$ cat src/mpwm_pkg.sv
// shared constants and types for the motor pwm pin-control block
package mpwm_pkg;
    // clock
    localparam int CLK_HZ        = 100_000_000;
    localparam int CLK_PERIOD_NS = 10;

    // dead time limits; least rounds up, longest rounds down
    localparam int DT_SA_MIN_NS   = 500;
    localparam int DT_SA_MAX_NS   = 6000;
    localparam int DT_HOST_MAX_PS = 31875000;
    localparam logic [11:0] DT_SA_MIN_CYC =
        12'((DT_SA_MIN_NS + CLK_PERIOD_NS - 1) / CLK_PERIOD_NS);
    localparam logic [11:0] DT_SA_MAX_CYC   = 12'(DT_SA_MAX_NS / CLK_PERIOD_NS);
    localparam logic [11:0] DT_HOST_MAX_CYC = 12'(DT_HOST_MAX_PS / (CLK_PERIOD_NS * 1000));

    // retry interval, counted in millisecond ticks
    localparam int RETRY_W = 24;
    localparam int RETRY_SA_MAX_S     = 53;
    localparam int RETRY_HOST_MAX_MIN = 273;
    localparam logic [23:0] RETRY_SA_MAX_MS   = 24'(RETRY_SA_MAX_S * 1000);
    localparam logic [23:0] RETRY_HOST_MAX_MS = 24'(RETRY_HOST_MAX_MIN * 60000);
    localparam int MS_NS      = 1_000_000;
    localparam int MS_CYC_DEF = MS_NS / CLK_PERIOD_NS;

    // spacing of the two strap sampling moments after init
    localparam int STRAP_GAP_NS = 10_000;
    localparam logic [11:0] STRAP_GAP_CYC = 12'(STRAP_GAP_NS / CLK_PERIOD_NS);

    // serial link
    localparam int UART_BAUD_MIN     = 9504;
    localparam int UART_BAUD_MAX     = 9696;
    localparam int UART_BAUD_NOM     = 9600;
    localparam int UART_BIT_CYC_DEF  = CLK_HZ / UART_BAUD_NOM;

    // controller states
    typedef enum logic [4:0] {
        ST_INIT   = 5'h01,
        ST_STRAP  = 5'h02,
        ST_RUN    = 5'h04,
        ST_FAULT  = 5'h08,
        ST_RETRY  = 5'h10
    } mpwm_state_e;

    // receiver states
    typedef enum logic [3:0] {
        RX_IDLE  = 4'h1,
        RX_START = 4'h2,
        RX_DATA  = 4'h4,
        RX_STOP  = 4'h8
    } mpwm_rx_e;

    // gate demands or drives, index 0 = U, 1 = V, 2 = W
    typedef struct packed {
        logic [2:0] top;
        logic [2:0] bot;
    } mpwm_gate_s;
endpackage

$ cat src/mpwm_uart_rx.sv
// serial receiver for host commands on the dual-use strobe pin
module mpwm_uart_rx #(
    parameter int BIT_CYC = mpwm_pkg::UART_BIT_CYC_DEF
) (
    // clock and reset
    input  wire logic       sys_clk,
    input  wire logic       rst,
    // control
    input  wire logic       enable,
    // pin
    input  wire logic       rx_pin,
    // received byte
    output logic [7:0]      rx_data,
    output logic            rx_valid,
    output logic            rx_frame_err
);
    import mpwm_pkg::*;

    localparam logic [15:0] BIT_LAST = 16'(BIT_CYC - 1);
    localparam logic [15:0] HALF_BIT = 16'(BIT_CYC / 2);

    typedef struct packed {
        logic [1:0]  sync;
        mpwm_rx_e    st;
        logic [15:0] cnt;
        logic [2:0]  bit_idx;
        logic [7:0]  shift;
        logic [7:0]  data;
        logic        valid;
        logic        ferr;
    } mpwm_rx_s;

    mpwm_rx_s s_reg;
    mpwm_rx_s s_next;

    // 8 data bits, lsb first, one stop bit; sampled mid-bit
    always_comb begin
        s_next       = s_reg;
        s_next.sync  = {s_reg.sync[0], rx_pin};
        s_next.valid = 1'b0;
        s_next.cnt   = s_reg.cnt + 16'h0001;
        case (s_reg.st)
            RX_IDLE: begin
                s_next.cnt = 16'h0000;
                if (!s_reg.sync[1]) begin
                    s_next.st = RX_START;
                end
            end
            RX_START: begin
                if (s_reg.cnt == HALF_BIT) begin
                    s_next.cnt = 16'h0000;
                    s_next.st  = s_reg.sync[1] ? RX_IDLE : RX_DATA; // glitch rejects
                end
            end
            RX_DATA: begin
                if (s_reg.cnt == BIT_LAST) begin
                    s_next.cnt     = 16'h0000;
                    s_next.shift   = {s_reg.sync[1], s_reg.shift[7:1]};
                    s_next.bit_idx = s_reg.bit_idx + 3'h1;
                    if (s_reg.bit_idx == 3'h7) begin
                        s_next.st = RX_STOP;
                    end
                end
            end
            RX_STOP: begin
                if (s_reg.cnt == BIT_LAST) begin
                    s_next.st    = RX_IDLE;
                    s_next.data  = s_reg.shift;
                    s_next.valid = 1'b1;
                    s_next.ferr  = !s_reg.sync[1];
                end
            end
            default: s_next.st = RX_IDLE;
        endcase
        // in standalone mode the pin is ours to drive, so ignore it
        if (!enable) begin
            s_next.st      = RX_IDLE;
            s_next.bit_idx = 3'h0;
            s_next.valid   = 1'b0;
        end
    end

    always_ff @(posedge sys_clk) begin
        if (rst) begin
            s_reg      <= '0;
            s_reg.sync <= 2'h3;
            s_reg.st   <= RX_IDLE;
        end else begin
            s_reg <= s_next;
        end
    end

    assign rx_data      = s_reg.data;
    assign rx_valid     = s_reg.valid;
    assign rx_frame_err = s_reg.ferr;
endmodule

$ cat src/mpwm_pin_ctrl.sv
// pin-level control of the three-phase pwm outputs, fault, straps and strobes
module mpwm_pin_ctrl #(
    parameter int MS_CYC  = mpwm_pkg::MS_CYC_DEF,
    parameter int BIT_CYC = mpwm_pkg::UART_BIT_CYC_DEF
) (
    // clock and reset
    input  wire logic                sys_clk,
    input  wire logic                rst,
    // two-way reset pin
    input  wire logic                reset_pin_in,
    output logic                     reset_pin_out,
    output logic                     reset_pin_oe_n,
    // internal reset sources
    input  wire logic                clock_loss,
    input  wire logic                supply_low,
    // straps and fault
    input  wire logic                fault_input,
    input  wire logic                polarity_base_rate_strap,
    input  wire logic                boost_strobe_mode_strap,
    output logic                     boost_strobe_out,
    output logic                     boost_strobe_oe_n,
    // dual-use rate strobe / serial pin
    input  wire logic                carrier_rate_strobe_serial_in,
    output logic                     carrier_rate_strobe_out,
    output logic                     carrier_rate_strobe_oe_n,
    // settings from the control core
    input  wire mpwm_pkg::mpwm_gate_s gate_demand,
    input  wire logic [11:0]         dead_time_cycles,
    input  wire logic [23:0]         retry_ms,
    input  wire logic                mux_rate_read,
    input  wire logic                mux_boost_read,
    // gate drives
    output logic                     phase_u_high_drive,
    output logic                     phase_u_low_drive,
    output logic                     phase_v_high_drive,
    output logic                     phase_v_low_drive,
    output logic                     phase_w_high_drive,
    output logic                     phase_w_low_drive,
    output logic                     pwm_oe_n,
    // status
    output logic                     standalone_mode,
    output logic                     pwm_active_low,
    output logic                     base_rate_60hz,
    output logic                     fault_active,
    // host serial data
    output logic [7:0]               rx_data,
    output logic                     rx_valid,
    output logic                     rx_frame_err
);
    import mpwm_pkg::*;

    localparam logic [16:0] MS_LAST = 17'(MS_CYC - 1);

    typedef struct packed {
        logic [1:0]       rp_sync;
        logic [1:0]       flt_sync;
        logic [1:0]       cl_sync;
        logic [1:0]       sl_sync;
        logic [1:0]       pol_sync;
        logic [1:0]       mode_sync;
        mpwm_state_e      st;
        logic [11:0]      wait_cnt;
        logic [16:0]      ms_cnt;
        logic [23:0]      retry_cnt;
        logic             standalone;
        logic             active_low;
        logic             rate_60;
        logic [2:0]       cur_top;
        logic [2:0]       cur_bot;
        logic [2:0][11:0] dt_cnt;
        mpwm_gate_s       drive;
        logic             drv_oe_n;
        logic             rst_drv;
        logic             rate_oe_n;
        logic             boost_oe_n;
    } mpwm_core_s;

    mpwm_core_s s_reg;
    mpwm_core_s s_next;

    logic [11:0] dt_eff;
    logic [23:0] retry_eff;
    logic        ms_tick;
    logic        fault_s;
    logic        want_top;
    logic        want_bot;

    // clamp helper, used for both dead time and retry limits
    function automatic logic [23:0] clamp24(input logic [23:0] v, input logic [23:0] lo,
                                            input logic [23:0] hi);
        logic [23:0] r;
        r = v;
        if (v < lo) begin
            r = lo;
        end
        if (v > hi) begin
            r = hi;
        end
        return r;
    endfunction

    // settings clamped to the limits of the mode in force
    always_comb begin
        if (s_reg.standalone) begin
            dt_eff    = 12'(clamp24({12'h000, dead_time_cycles}, {12'h000, DT_SA_MIN_CYC},
                                    {12'h000, DT_SA_MAX_CYC}));
            retry_eff = clamp24(retry_ms, 24'h000000, RETRY_SA_MAX_MS);
        end else begin
            dt_eff    = 12'(clamp24({12'h000, dead_time_cycles}, 24'h000000,
                                    {12'h000, DT_HOST_MAX_CYC}));
            retry_eff = clamp24(retry_ms, 24'h000000, RETRY_HOST_MAX_MS);
        end
    end

    assign fault_s = s_reg.flt_sync[1];
    assign ms_tick = (s_reg.ms_cnt == MS_LAST);

    // next state: synchronisers, sequencing, dead time and pin drives
    always_comb begin
        s_next           = s_reg;
        want_top         = 1'b0;
        want_bot         = 1'b0;
        s_next.rp_sync   = {s_reg.rp_sync[0], reset_pin_in};
        s_next.flt_sync  = {s_reg.flt_sync[0], fault_input};
        s_next.cl_sync   = {s_reg.cl_sync[0], clock_loss};
        s_next.sl_sync   = {s_reg.sl_sync[0], supply_low};
        s_next.pol_sync  = {s_reg.pol_sync[0], polarity_base_rate_strap};
        s_next.mode_sync = {s_reg.mode_sync[0], boost_strobe_mode_strap};
        s_next.rst_drv   = s_reg.cl_sync[1] | s_reg.sl_sync[1];
        s_next.ms_cnt    = ms_tick ? 17'h00000 : s_reg.ms_cnt + 17'h00001;
        s_next.wait_cnt  = s_reg.wait_cnt + 12'h001;
        case (s_reg.st)
            ST_INIT: begin
                // first moment: operating mode and output polarity
                if (s_reg.wait_cnt == STRAP_GAP_CYC - 12'h001) begin
                    s_next.wait_cnt   = 12'h000;
                    s_next.standalone = s_reg.mode_sync[1];
                    s_next.active_low = !s_reg.pol_sync[1];
                    s_next.st         = ST_STRAP;
                end
            end
            ST_STRAP: begin
                // second moment: base frequency
                if (s_reg.wait_cnt == STRAP_GAP_CYC - 12'h001) begin
                    s_next.wait_cnt = 12'h000;
                    s_next.rate_60  = s_reg.pol_sync[1];
                    s_next.st       = fault_s ? ST_FAULT : ST_RUN;
                end
            end
            ST_RUN: begin
                if (fault_s) begin
                    s_next.st = ST_FAULT;
                end
            end
            ST_FAULT: begin
                if (!fault_s) begin
                    s_next.st        = ST_RETRY;
                    s_next.retry_cnt = 24'h000000;
                end
            end
            ST_RETRY: begin
                // a fault during the wait restarts the whole interval
                if (fault_s) begin
                    s_next.st = ST_FAULT;
                end else if (s_reg.retry_cnt >= retry_eff) begin
                    s_next.st = ST_RUN;
                end else if (ms_tick) begin
                    s_next.retry_cnt = s_reg.retry_cnt + 24'h000001;
                end
            end
            default: s_next.st = ST_INIT;
        endcase

        // reset pin low: back to start, straps resampled on release
        if (!s_reg.rp_sync[1]) begin
            s_next.st       = ST_INIT;
            s_next.wait_cnt = 12'h000;
        end

        // per phase: both off, then dead time, then the wanted side on
        for (int i = 0; i < 3; i++) begin
            want_top = gate_demand.top[i] & !gate_demand.bot[i];
            want_bot = gate_demand.bot[i] & !gate_demand.top[i];
            if (s_next.st != ST_RUN) begin
                s_next.cur_top[i] = 1'b0;
                s_next.cur_bot[i] = 1'b0;
                s_next.dt_cnt[i]  = dt_eff;
            end else if ((s_reg.cur_top[i] & !want_top) | (s_reg.cur_bot[i] & !want_bot)) begin
                s_next.cur_top[i] = 1'b0;
                s_next.cur_bot[i] = 1'b0;
                s_next.dt_cnt[i]  = dt_eff;
            end else if (s_reg.dt_cnt[i] != 12'h000) begin
                s_next.dt_cnt[i] = s_reg.dt_cnt[i] - 12'h001;
            end else begin
                s_next.cur_top[i] = want_top;
                s_next.cur_bot[i] = want_bot;
            end
        end

        // polarity applied last so an off phase always shows its inactive level
        s_next.drive.top = s_next.cur_top ^ {3{s_next.active_low}};
        s_next.drive.bot = s_next.cur_bot ^ {3{s_next.active_low}};
        s_next.drv_oe_n  = (s_next.st == ST_INIT) || (s_next.st == ST_STRAP);

        // strobes only exist in standalone mode once running
        s_next.rate_oe_n  = !(s_reg.standalone && s_next.st != ST_INIT
                              && s_next.st != ST_STRAP && mux_rate_read);
        s_next.boost_oe_n = !(s_reg.standalone && s_next.st != ST_INIT
                              && s_next.st != ST_STRAP && mux_boost_read);
    end

    // register the state
    always_ff @(posedge sys_clk) begin
        if (rst) begin
            s_reg            <= '0;
            s_reg.st         <= ST_INIT;
            s_reg.drv_oe_n   <= 1'b1;
            s_reg.rate_oe_n  <= 1'b1;
            s_reg.boost_oe_n <= 1'b1;
        end else begin
            s_reg <= s_next;
        end
    end

    // host link receiver, listening only in host mode
    mpwm_uart_rx #(
        .BIT_CYC (BIT_CYC)
    ) u_rx (
        .sys_clk      (sys_clk),
        .rst          (rst),
        .enable       (!s_reg.standalone && s_reg.st != ST_INIT),
        .rx_pin       (carrier_rate_strobe_serial_in),
        .rx_data      (rx_data),
        .rx_valid     (rx_valid),
        .rx_frame_err (rx_frame_err)
    );

    // reset and strobe pins are only ever pulled low; enables decide when
    assign reset_pin_out            = 1'b0;
    assign reset_pin_oe_n           = !s_reg.rst_drv;
    assign carrier_rate_strobe_out  = 1'b0;
    assign carrier_rate_strobe_oe_n = s_reg.rate_oe_n;
    assign boost_strobe_out         = 1'b0;
    assign boost_strobe_oe_n        = s_reg.boost_oe_n;
    assign phase_u_high_drive       = s_reg.drive.top[0];
    assign phase_v_high_drive       = s_reg.drive.top[1];
    assign phase_w_high_drive       = s_reg.drive.top[2];
    assign phase_u_low_drive        = s_reg.drive.bot[0];
    assign phase_v_low_drive        = s_reg.drive.bot[1];
    assign phase_w_low_drive        = s_reg.drive.bot[2];
    assign pwm_oe_n                 = s_reg.drv_oe_n;
    assign standalone_mode          = s_reg.standalone;
    assign pwm_active_low           = s_reg.active_low;
    assign base_rate_60hz           = s_reg.rate_60;
    assign fault_active             = (s_reg.st == ST_FAULT) || (s_reg.st == ST_RETRY);
endmodule

$ cat config.mk
export PLATFORM = sky130hd
export DESIGN_NAME = mpwm_pin_ctrl
export DESIGN_NICKNAME = d
export VERILOG_FILES = /design/src/mpwm_pkg.sv /design/src/mpwm_uart_rx.sv /design/src/mpwm_pin_ctrl.sv
export SDC_FILE = /design/constraint.sdc
export NUM_CORES = 1
export LEC_CHECK = 0
export ABC_CLOCK_PERIOD_IN_PS = 5300
export BUFFER_PORTS_ARGS = -buffer_cell sky130_fd_sc_hd__buf_4
export CELL_PAD_IN_SITES_DETAIL_PLACEMENT = 2
export CELL_PAD_IN_SITES_GLOBAL_PLACEMENT = 2
export CORE_MARGIN = 2
export CORE_UTILIZATION = 34
export CTS_BUF_LIST = sky130_fd_sc_hd__clkbuf_4 sky130_fd_sc_hd__clkbuf_8
export CTS_CLUSTER_DIAMETER = 200
export DETAILED_ROUTE_END_ITERATION = 7
export PLACE_DENSITY = 0.84
export SLEW_MARGIN = 15
export SYNTH_ARGS = -nofsm -noshare
export SYNTH_HDL_FRONTEND = slang
export SYNTH_HIERARCHICAL = 1
export SYNTH_SLANG_ARGS = --single-unit
$ cat constraint.sdc
create_clock -name sys_clk -period 5.3 [get_ports sys_clk]
set_input_delay 1.325 -clock sys_clk [delete_from_list [all_inputs] [get_ports sys_clk]]
set_output_delay 1.325 -clock sys_clk [all_outputs]
set_load 0.005 [all_outputs]
======== After elaboration in Yosys (flattened, before gate mapping) ========
Index checks and enable logic that the tools add are counted.
cells by class
  muxes and demuxes ....................... 61
  order comparisons ....................... 7
  $add $sub $neg .......................... 8
  shift operators ......................... 0
  bitwise logic cells ..................... 21
  reduce and logical (&&, ||, !) cells .... 42
  div/mod/pow operators ................... 0
  multipliers ............................. 0
  equal/unequal tests ..................... 29
operators with widths
  cell                   count
  $mux 24                8
  $mux 12                13
  $mux 17                3
  $pmux 16 s3            1
  $pmux 24 s2            1
  $reduce_bool 12->1     3
  $sub 12x1->12 const B  3
  $mux 31                1
  $pmux 5 s5             1
  $add 24x1->24 const B  1
  $ge 24x24->1           1
  $gt 24x16->1 const B   1
  $gt 24x24->1 const B   1
  $lt 24x1->1 const B    1
  $pmux 12 s2            1
  $mux 1                 20
  $mux 20                1
  $mux 5                 4
  $logic_not 1->1        18
  $add 17x1->17 const B  1
  $eq 17x17->1 const B   1
  $add 16x1->16 const B  1
  $eq 16x13->1 const B   1
  $eq 16x14->1 const B   1
  37 further kinds       80
word-level totals
  memory bits (read-only) ................. 0
  logic and storage cells ................. 200
  bits in writable memories ............... 0
  bits of input ports ..................... 53
  register bits after elaboration ......... 168
  latch bits .............................. 0
  memories ................................ 0

======== Depth between registers and ports, before layout ========
Gate-level depths: netlist of run 1.
  depth after elaboration ................. 14
  depth in mapped cells ................... 17
  mapped depth without buffers ............ 16

======== By module ========
Netlist of run 1, hierarchy kept.
by module, submodules not included
  module         cells an instance  instances  area each (µm²)
  mpwm_pin_ctrl  805                1          6,740.2
  mpwm_uart_rx   198                1          1,885.6

======== Least setup slack after synthesis of run 1 ========
No wires, ideal clock.
  path kind ............................... input port to flip-flop
  from .................................... in retry_ms[0]
  to ...................................... reg s_reg[17] (netlist name)
  path buffers ............................ 1
  stages on the path ...................... 16
  library setup time ...................... 0.072 ns
  data required time ...................... 5.228 ns
  arrival ................................. 5.143 ns
  slack ................................... 0.086 ns
  cell sequence ........................... or3_1 > o311ai_0 > nand3_1 > nand4_1 > a2111oi_1 > nor2_1 > and2_1 > ha_1 > nand2b_1 > a2111oi_0 > o32ai_1 > o311a_1 > nand3b_4 > o211ai_4 > buf_2 > mux2i_1
RTL lines
  what                line                 RTL
  start: declaration  mpwm_pin_ctrl.sv:29  input wire logic [23:0] retry_ms,

==> results of run 1 <==
==> path summary, 6_finish.rpt <==
| path | from | to | slack [ns] | cells past startpoint |
|---|---|---|---|---|
| max reg2reg | standalone_mode$_SDFFE_PP0P_ | phase_v_low_drive$_SDFF_PP0_ | 1.27 | 16 |
| max | retry_ms[0] | s_reg[78]$_SDFFE_PP0P_ | 0.39 | 18 |
| min reg2reg | u_rx/s_next[42]$_SDFF_PP1_ | u_rx/s_reg[42]$_SDFF_PP1_ | 0.44 | 1 |
| min | u_rx/s_next[42]$_SDFF_PP1_ | u_rx/s_reg[42]$_SDFF_PP1_ | 0.44 | 1 |
==> layer usage <==
metal / vias to the layer above / GRT usage (%)
li1: 3700 / -
met1: 3825 / 25.4
met2: 105 / 37.8
met3: 40 / 2.87
met4: 0 / 7.24
met5: - / 0
==> report_power, final <==
group | leakage [nW] | internal (mW) | switching (mW)
Sequential | 1.37 | 1.29 | 0.0213
Combinational | 2.32 | 0.0924 | 0.116
Clock | 0.206 | 0.451 | 0.546
Total | 3.89 | 1.83 | 0.683
==> worst register-to-register path, delay by kind of cell, from the launching register on <==
family	cells	cell delay [ns]
AOI/OAI and AO/OA	7	2.02
and+or+nand+nor	5	0.86
buffers and inverters	3	0.50
DFF	1	0.32
adders and majority gates	1	0.25
==> cell type report <==
class / count / area [sq um]
multi-input cells: 765 / 4930
clock inverters: 14 / 176
flip-flops and latches: 168 / 3360
inverters: 31 / 116
clock buffers: 18 / 248
repair buffers: 103 / 811
fillers: 2833 / 15000
well taps: 330 / 413
==> cell usage in the layout (no fill, tap or decap), types with 9 or more instances in the layout <==
cell type	synthesis	final
or4_1	14	14
nand4_1	21	21
dfxtp_1	168	168
nand3_1	32	32
a21oi_1	51	51
ha_1	34	34
o21ai_0	49	49
nor2b_1	19	19
xor2_1	30	30
or3_1	29	29
nor3_1	22	22
clkbuf_8	0	18
xnor2_1	35	35
nor2_1	129	129
nand2_1	100	100
inv_1	31	31
buf_4	15	100
mux2i_1	40	40
o31ai_1	30	30
and3_1	13	13
nor4_1	9	9
nand2b_1	9	9
==> cells by family after synthesis <==
| logic type | count (synthesis) | share of synthesized area [%] |
|---|---|---|
| and+or+nand+nor | 450 | 27.5 |
| AOI/OAI and AO/OA | 171 | 13.1 |
| DFF | 168 | 39.0 |
| buffers and inverters | 72 | 3.95 |
| xor gates and xnor gates | 65 | 6.60 |
| muxes | 42 | 4.90 |
| adders and majority gates | 34 | 4.93 |
| other | 1 | 0.0435 |
==> metrics by stage <==
stage	utilization (%)	TNS, ns	area, sq um
detailed placement	38.5	-2.45	9630
global route	40.2	0	10100
floorplan	-	0	8630
CTS	40.2	0	10100
finish	40.2	0	10100
global placement	38.5	0	9630
==> flow_summary.toml, run 1 <==
[finish]
antenna_cells = 0
fin_cells = 1429
area_growth_pct = 16.6
drive_gt1_share_pct = 15.0
fin_nets = 1173
largest_reg_flops = 106

[critical_path]
path_cells = "buf_4 -> or3_1 -> nand2_1 -> a21oi_1 -> o311ai_0 -> buf_4 -> a31oi_1 -> buf_4 -> nor3_1 -> ha_1 -> and3_4 -> a221o_1 -> a221oi_4 -> nand4b_2 -> nor2_4 -> o21ai_4 -> or4_1 -> a21oi_1"
cp_max_fo = 12
slowest_stage = "or4_1"
crit_type = "input pin to register"
end_kind = "register"
crit_family = "simple AND/OR/NAND/NOR gates"
critPathMaxStageDelay_ns = 0.54
cp_data_required_time_ns = 5.71
cp.arrival_ns = 5.32
path_buf_inv = 3
crit_path_frequent_cell = "buf_4"
crit_path_start_kind = "input pin"

[timing]
skew_ns = 0.0212
maxSlewViolCount = 0
finalCritPeriodShare_pct = 92.6
rsz0062_at_grt = "false"
setup_viol = 0
max_slew.worst_pin.slew_ns = 0.973
fmax_mhz = 204
hold_viol = 0
maxSlewHeadroom_pct = 34.6
holdWs_ns = 0.438
layout_setup_ws_ns = 0.391
min_period_ns = 4.91

[logic_synthesis]
yosysMostFrequentCell = "dfxtp_1"
syn_avg_cell_area_sq_um = 8.60
synth_warnings = 6
ys_top_cells_by_count = "dfxtp_1 (168), nor2_1 (129), nand2_1 (100), a21oi_1 (51), o21ai_0 (49)"
ys.flop_type = "dfxtp_1"
synthDistinctLibCells = 76
ys_ff_latch = 168
synth_top_area_share_pct = 39.0
ys_seq_area_share_pct = 39.0
netlist_top_cells_area = "dfxtp_1 (39%), nor2_1 (5.6%), ha_1 (4.9%)"
syn_inst = 1003
syn_area_sq_um = 8630
synth-edff-count = 0
synthArstFlopShare_pct = 0
yosysTopAreaCell = "dfxtp_1"

[floorplanning]
boundaryPins = 80
core_sq_um = 25000
initial_core_util_pct = 34.5
die_area_sq_um = 26700
rows = 58
dieWidth_um = 163
die_h_um = 163

[drt]
drc = 0
final_antenna_net_count = 0
avgViaCountPerCell = 5.37
wl_per_cell_um = 18.7
wl_met3_um = 664
wl_um = 26700
route.met2.wl_um = 13800
met1_length_um = 11800
drtIter0Drc = 330
via_count = 7670
top_layer_used = "met4"
drt_pass1_iterations = 4

[cts]
cts_root_buffer = "clkbuf_8"
cts_resized = 0
htreeDepth = 4
cts_tree = "done"
post_cts_buffers = 0
clockBufferDepth = 2
cts_buffers = 17
cts_num_sinks = 168
cts.clk_slew.worst_paths_ns = 0.10
clock_latency_ns = 0.50
cts_hold_buf = 0

[global_route]
grt_overflow_total = 0
grt_pass1_wl_um = 44300
grt_use_total_pct = 21.0
grt_max_degree = 70
grt_pass1_vias = 8349
antenna_found_initial = 0

[place]
io_buffers = 76
dp_cells = 1397
dpl.hpwl_um = 19600
dp_slack_ns = -0.108
gp_congestion = 0.787

[outcome]
status = "finished, final reports clean"

[flow_run]
cap_viol_max_count = 0

[worst_hold_path]
hp-class = "register to register"

[power_and_ir_drop]
power.total_mw = 2.51
cellLeakagePower_nw = 3.89
power_density_nw_per_um2 = 250
vdd_drop_max_mv = 0.136
No activity file was read; power rests on OpenSTA's default activity.
==> run 2: changes to the inputs <==
==> constraint.sdc (replaced) <==
create_clock -name sys_clk -period 5.3 [get_ports sys_clk]
set_input_delay 0.795 -clock sys_clk [delete_from_list [all_inputs] [get_ports sys_clk]]
set_output_delay 0.795 -clock sys_clk [all_outputs]
set_load 0.005 [all_outputs]
==> run 2 against run 1 <==
Net effect:
- flip-flop and latch count stayed put
- cell count decreased by 1.1%
- die area is the same
- total power fell by 0.87%
- maximum frequency is 6.0% higher
- non-clock buffer count down 16
- wire length is 1.6% lower
- largest power group unchanged
==> flow_summary.toml, run 2 (synthesized netlist as in run 1, its figures left out) <==
[cts]
cts_tree = "done"
cts_hold_buf = 0
cts_root_buffer = "clkbuf_8"
cts_num_sinks = 168
post_cts_buffers = 0
htreeDepth = 4
clock_latency_ns = 0.48
cts.clk_slew.worst_paths_ns = 0.11
cts_buffers = 17
cts_resized = 0
clockBufferDepth = 2

[place]
dpl.hpwl_um = 19400
gp_congestion = 0.789
io_buffers = 76
dp_slack_ns = 0.231
dp_cells = 1381

[timing]
rsz0062_at_grt = "false"
finalCritPeriodShare_pct = 87.4
maxSlewHeadroom_pct = 27.1
hold_viol = 0
max_slew.worst_pin.slew_ns = 1.09
skew_ns = 0.0222
final.setup.tns_ns = 0
fmax_mhz = 216
maxSlewViolCount = 0
setup_viol = 0
min_period_ns = 4.63
layout_setup_ws_ns = 0.669

[critical_path]
cp.arrival_ns = 5.02
critPathMaxStageDelay_ns = 0.50
path_cells = "buf_4 -> or3_1 -> nand2_1 -> a21oi_1 -> o311ai_0 -> a31oi_1 -> buf_4 -> nor3_1 -> ha_1 -> and3_4 -> a221o_1 -> a221oi_4 -> nand4b_2 -> nor2_4 -> o211ai_2 -> or4_1 -> a21oi_1"
crit_type = "input pin to register"
slowest_stage = "or4_1"
path_buf_inv = 2
crit_path_start_kind = "input pin"
end_kind = "register"
cp_data_required_time_ns = 5.69
crit_family = "compound AO/OA/AOI/OAI gates"
cp_max_fo = 19

[global_route]
grt_pass1_vias = 8146
antenna_found_initial = 0
grt_use_total_pct = 20.2
grt_max_degree = 45
grt_overflow_total = 0
grt_pass1_wl_um = 42900

[floorplanning]
die_h_um = 163
dieWidth_um = 163
initial_core_util_pct = 34.5
rows = 58
die_area_sq_um = 26700
boundaryPins = 80
core_sq_um = 25000

[flow_run]
cap_viol_max_count = 0

[finish]
fin_cells = 1413
mostFrequentLayoutCells = "dfxtp_1 (168), nor2_1 (129), nand2_1 (100)"
final_common_cell = "dfxtp_1"
antenna_cells = 0
fin_util_pct = 39.6
largest_reg_flops = 106
fin_nets = 1157
area_growth_pct = 14.8
drive_gt1_share_pct = 13.8

[drt]
via_count = 7593
drc = 0
drt_pass1_iterations = 4
avgViaCountPerCell = 5.37
final_antenna_net_count = 0
drtIter0Drc = 348
wl_per_cell_um = 18.6
wl_um = 26300

[outcome]
status = "finished, final reports clean"

[power_and_ir_drop]
power.total_mw = 2.49
cellLeakagePower_nw = 3.80
power_density_nw_per_um2 = 251
vdd_drop_max_mv = 0.138

[worst_hold_path]
hp-class = "register to register"
==> run 2: stage by stage <==
step	cell area [sq um]	hold slack (ns)
finish	9910	0.411
global route	9910	0.430
CTS	9910	0.408
detailed placement	9490	0.403
global placement	9490	0.405
floorplan	8630	0.389
==> run 2: final timing paths <==
kind / startpoint / to / slack (ns) / depth (start not counted)
worst min-delay path: u_rx/s_next[42]$_SDFF_PP1_ / u_rx/s_reg[42]$_SDFF_PP1_ / 0.41 / 1
worst max register to register: standalone_mode$_SDFFE_PP0P_ / s_reg[74]$_SDFFE_PP0P_ / 1.05 / 15
worst min register to register: u_rx/s_next[42]$_SDFF_PP1_ / u_rx/s_reg[42]$_SDFF_PP1_ / 0.41 / 1
worst max-delay path: retry_ms[0] / s_reg[74]$_SDFFE_PP0P_ / 0.67 / 17
==> run 2: final cells by class <==
cell class / count / area [sq um]
clock inverter: 15 / 184
sequential: 168 / 3360
fill: 2854 / 15100
tap: 330 / 413
multi-input combinational: 765 / 4930
timing repair buffer: 87 / 666
clock buffer: 17 / 234
inverter: 31 / 116
==> run 2: layer usage <==
| layer | wire, um | part of all wire [%] | GRT usage (%) |
|---|---|---|---|
| met1 | 11900 | 45 | 24.9 |
| met2 | 13400 | 51 | 36.5 |
| met3 | 591 | 2.2 | 2.74 |
| met4 | 385 | 1.5 | 5.87 |
| met5 | 0 | 0 | 0 |
==> run 2: where the power goes <==
group	total, mW	switching (mW)	internal (mW)
Sequential	1.31	0.0223	1.29
Combinational	0.207	0.117	0.0907
Clock	0.975	0.575	0.401
Total	2.49	0.714	1.78
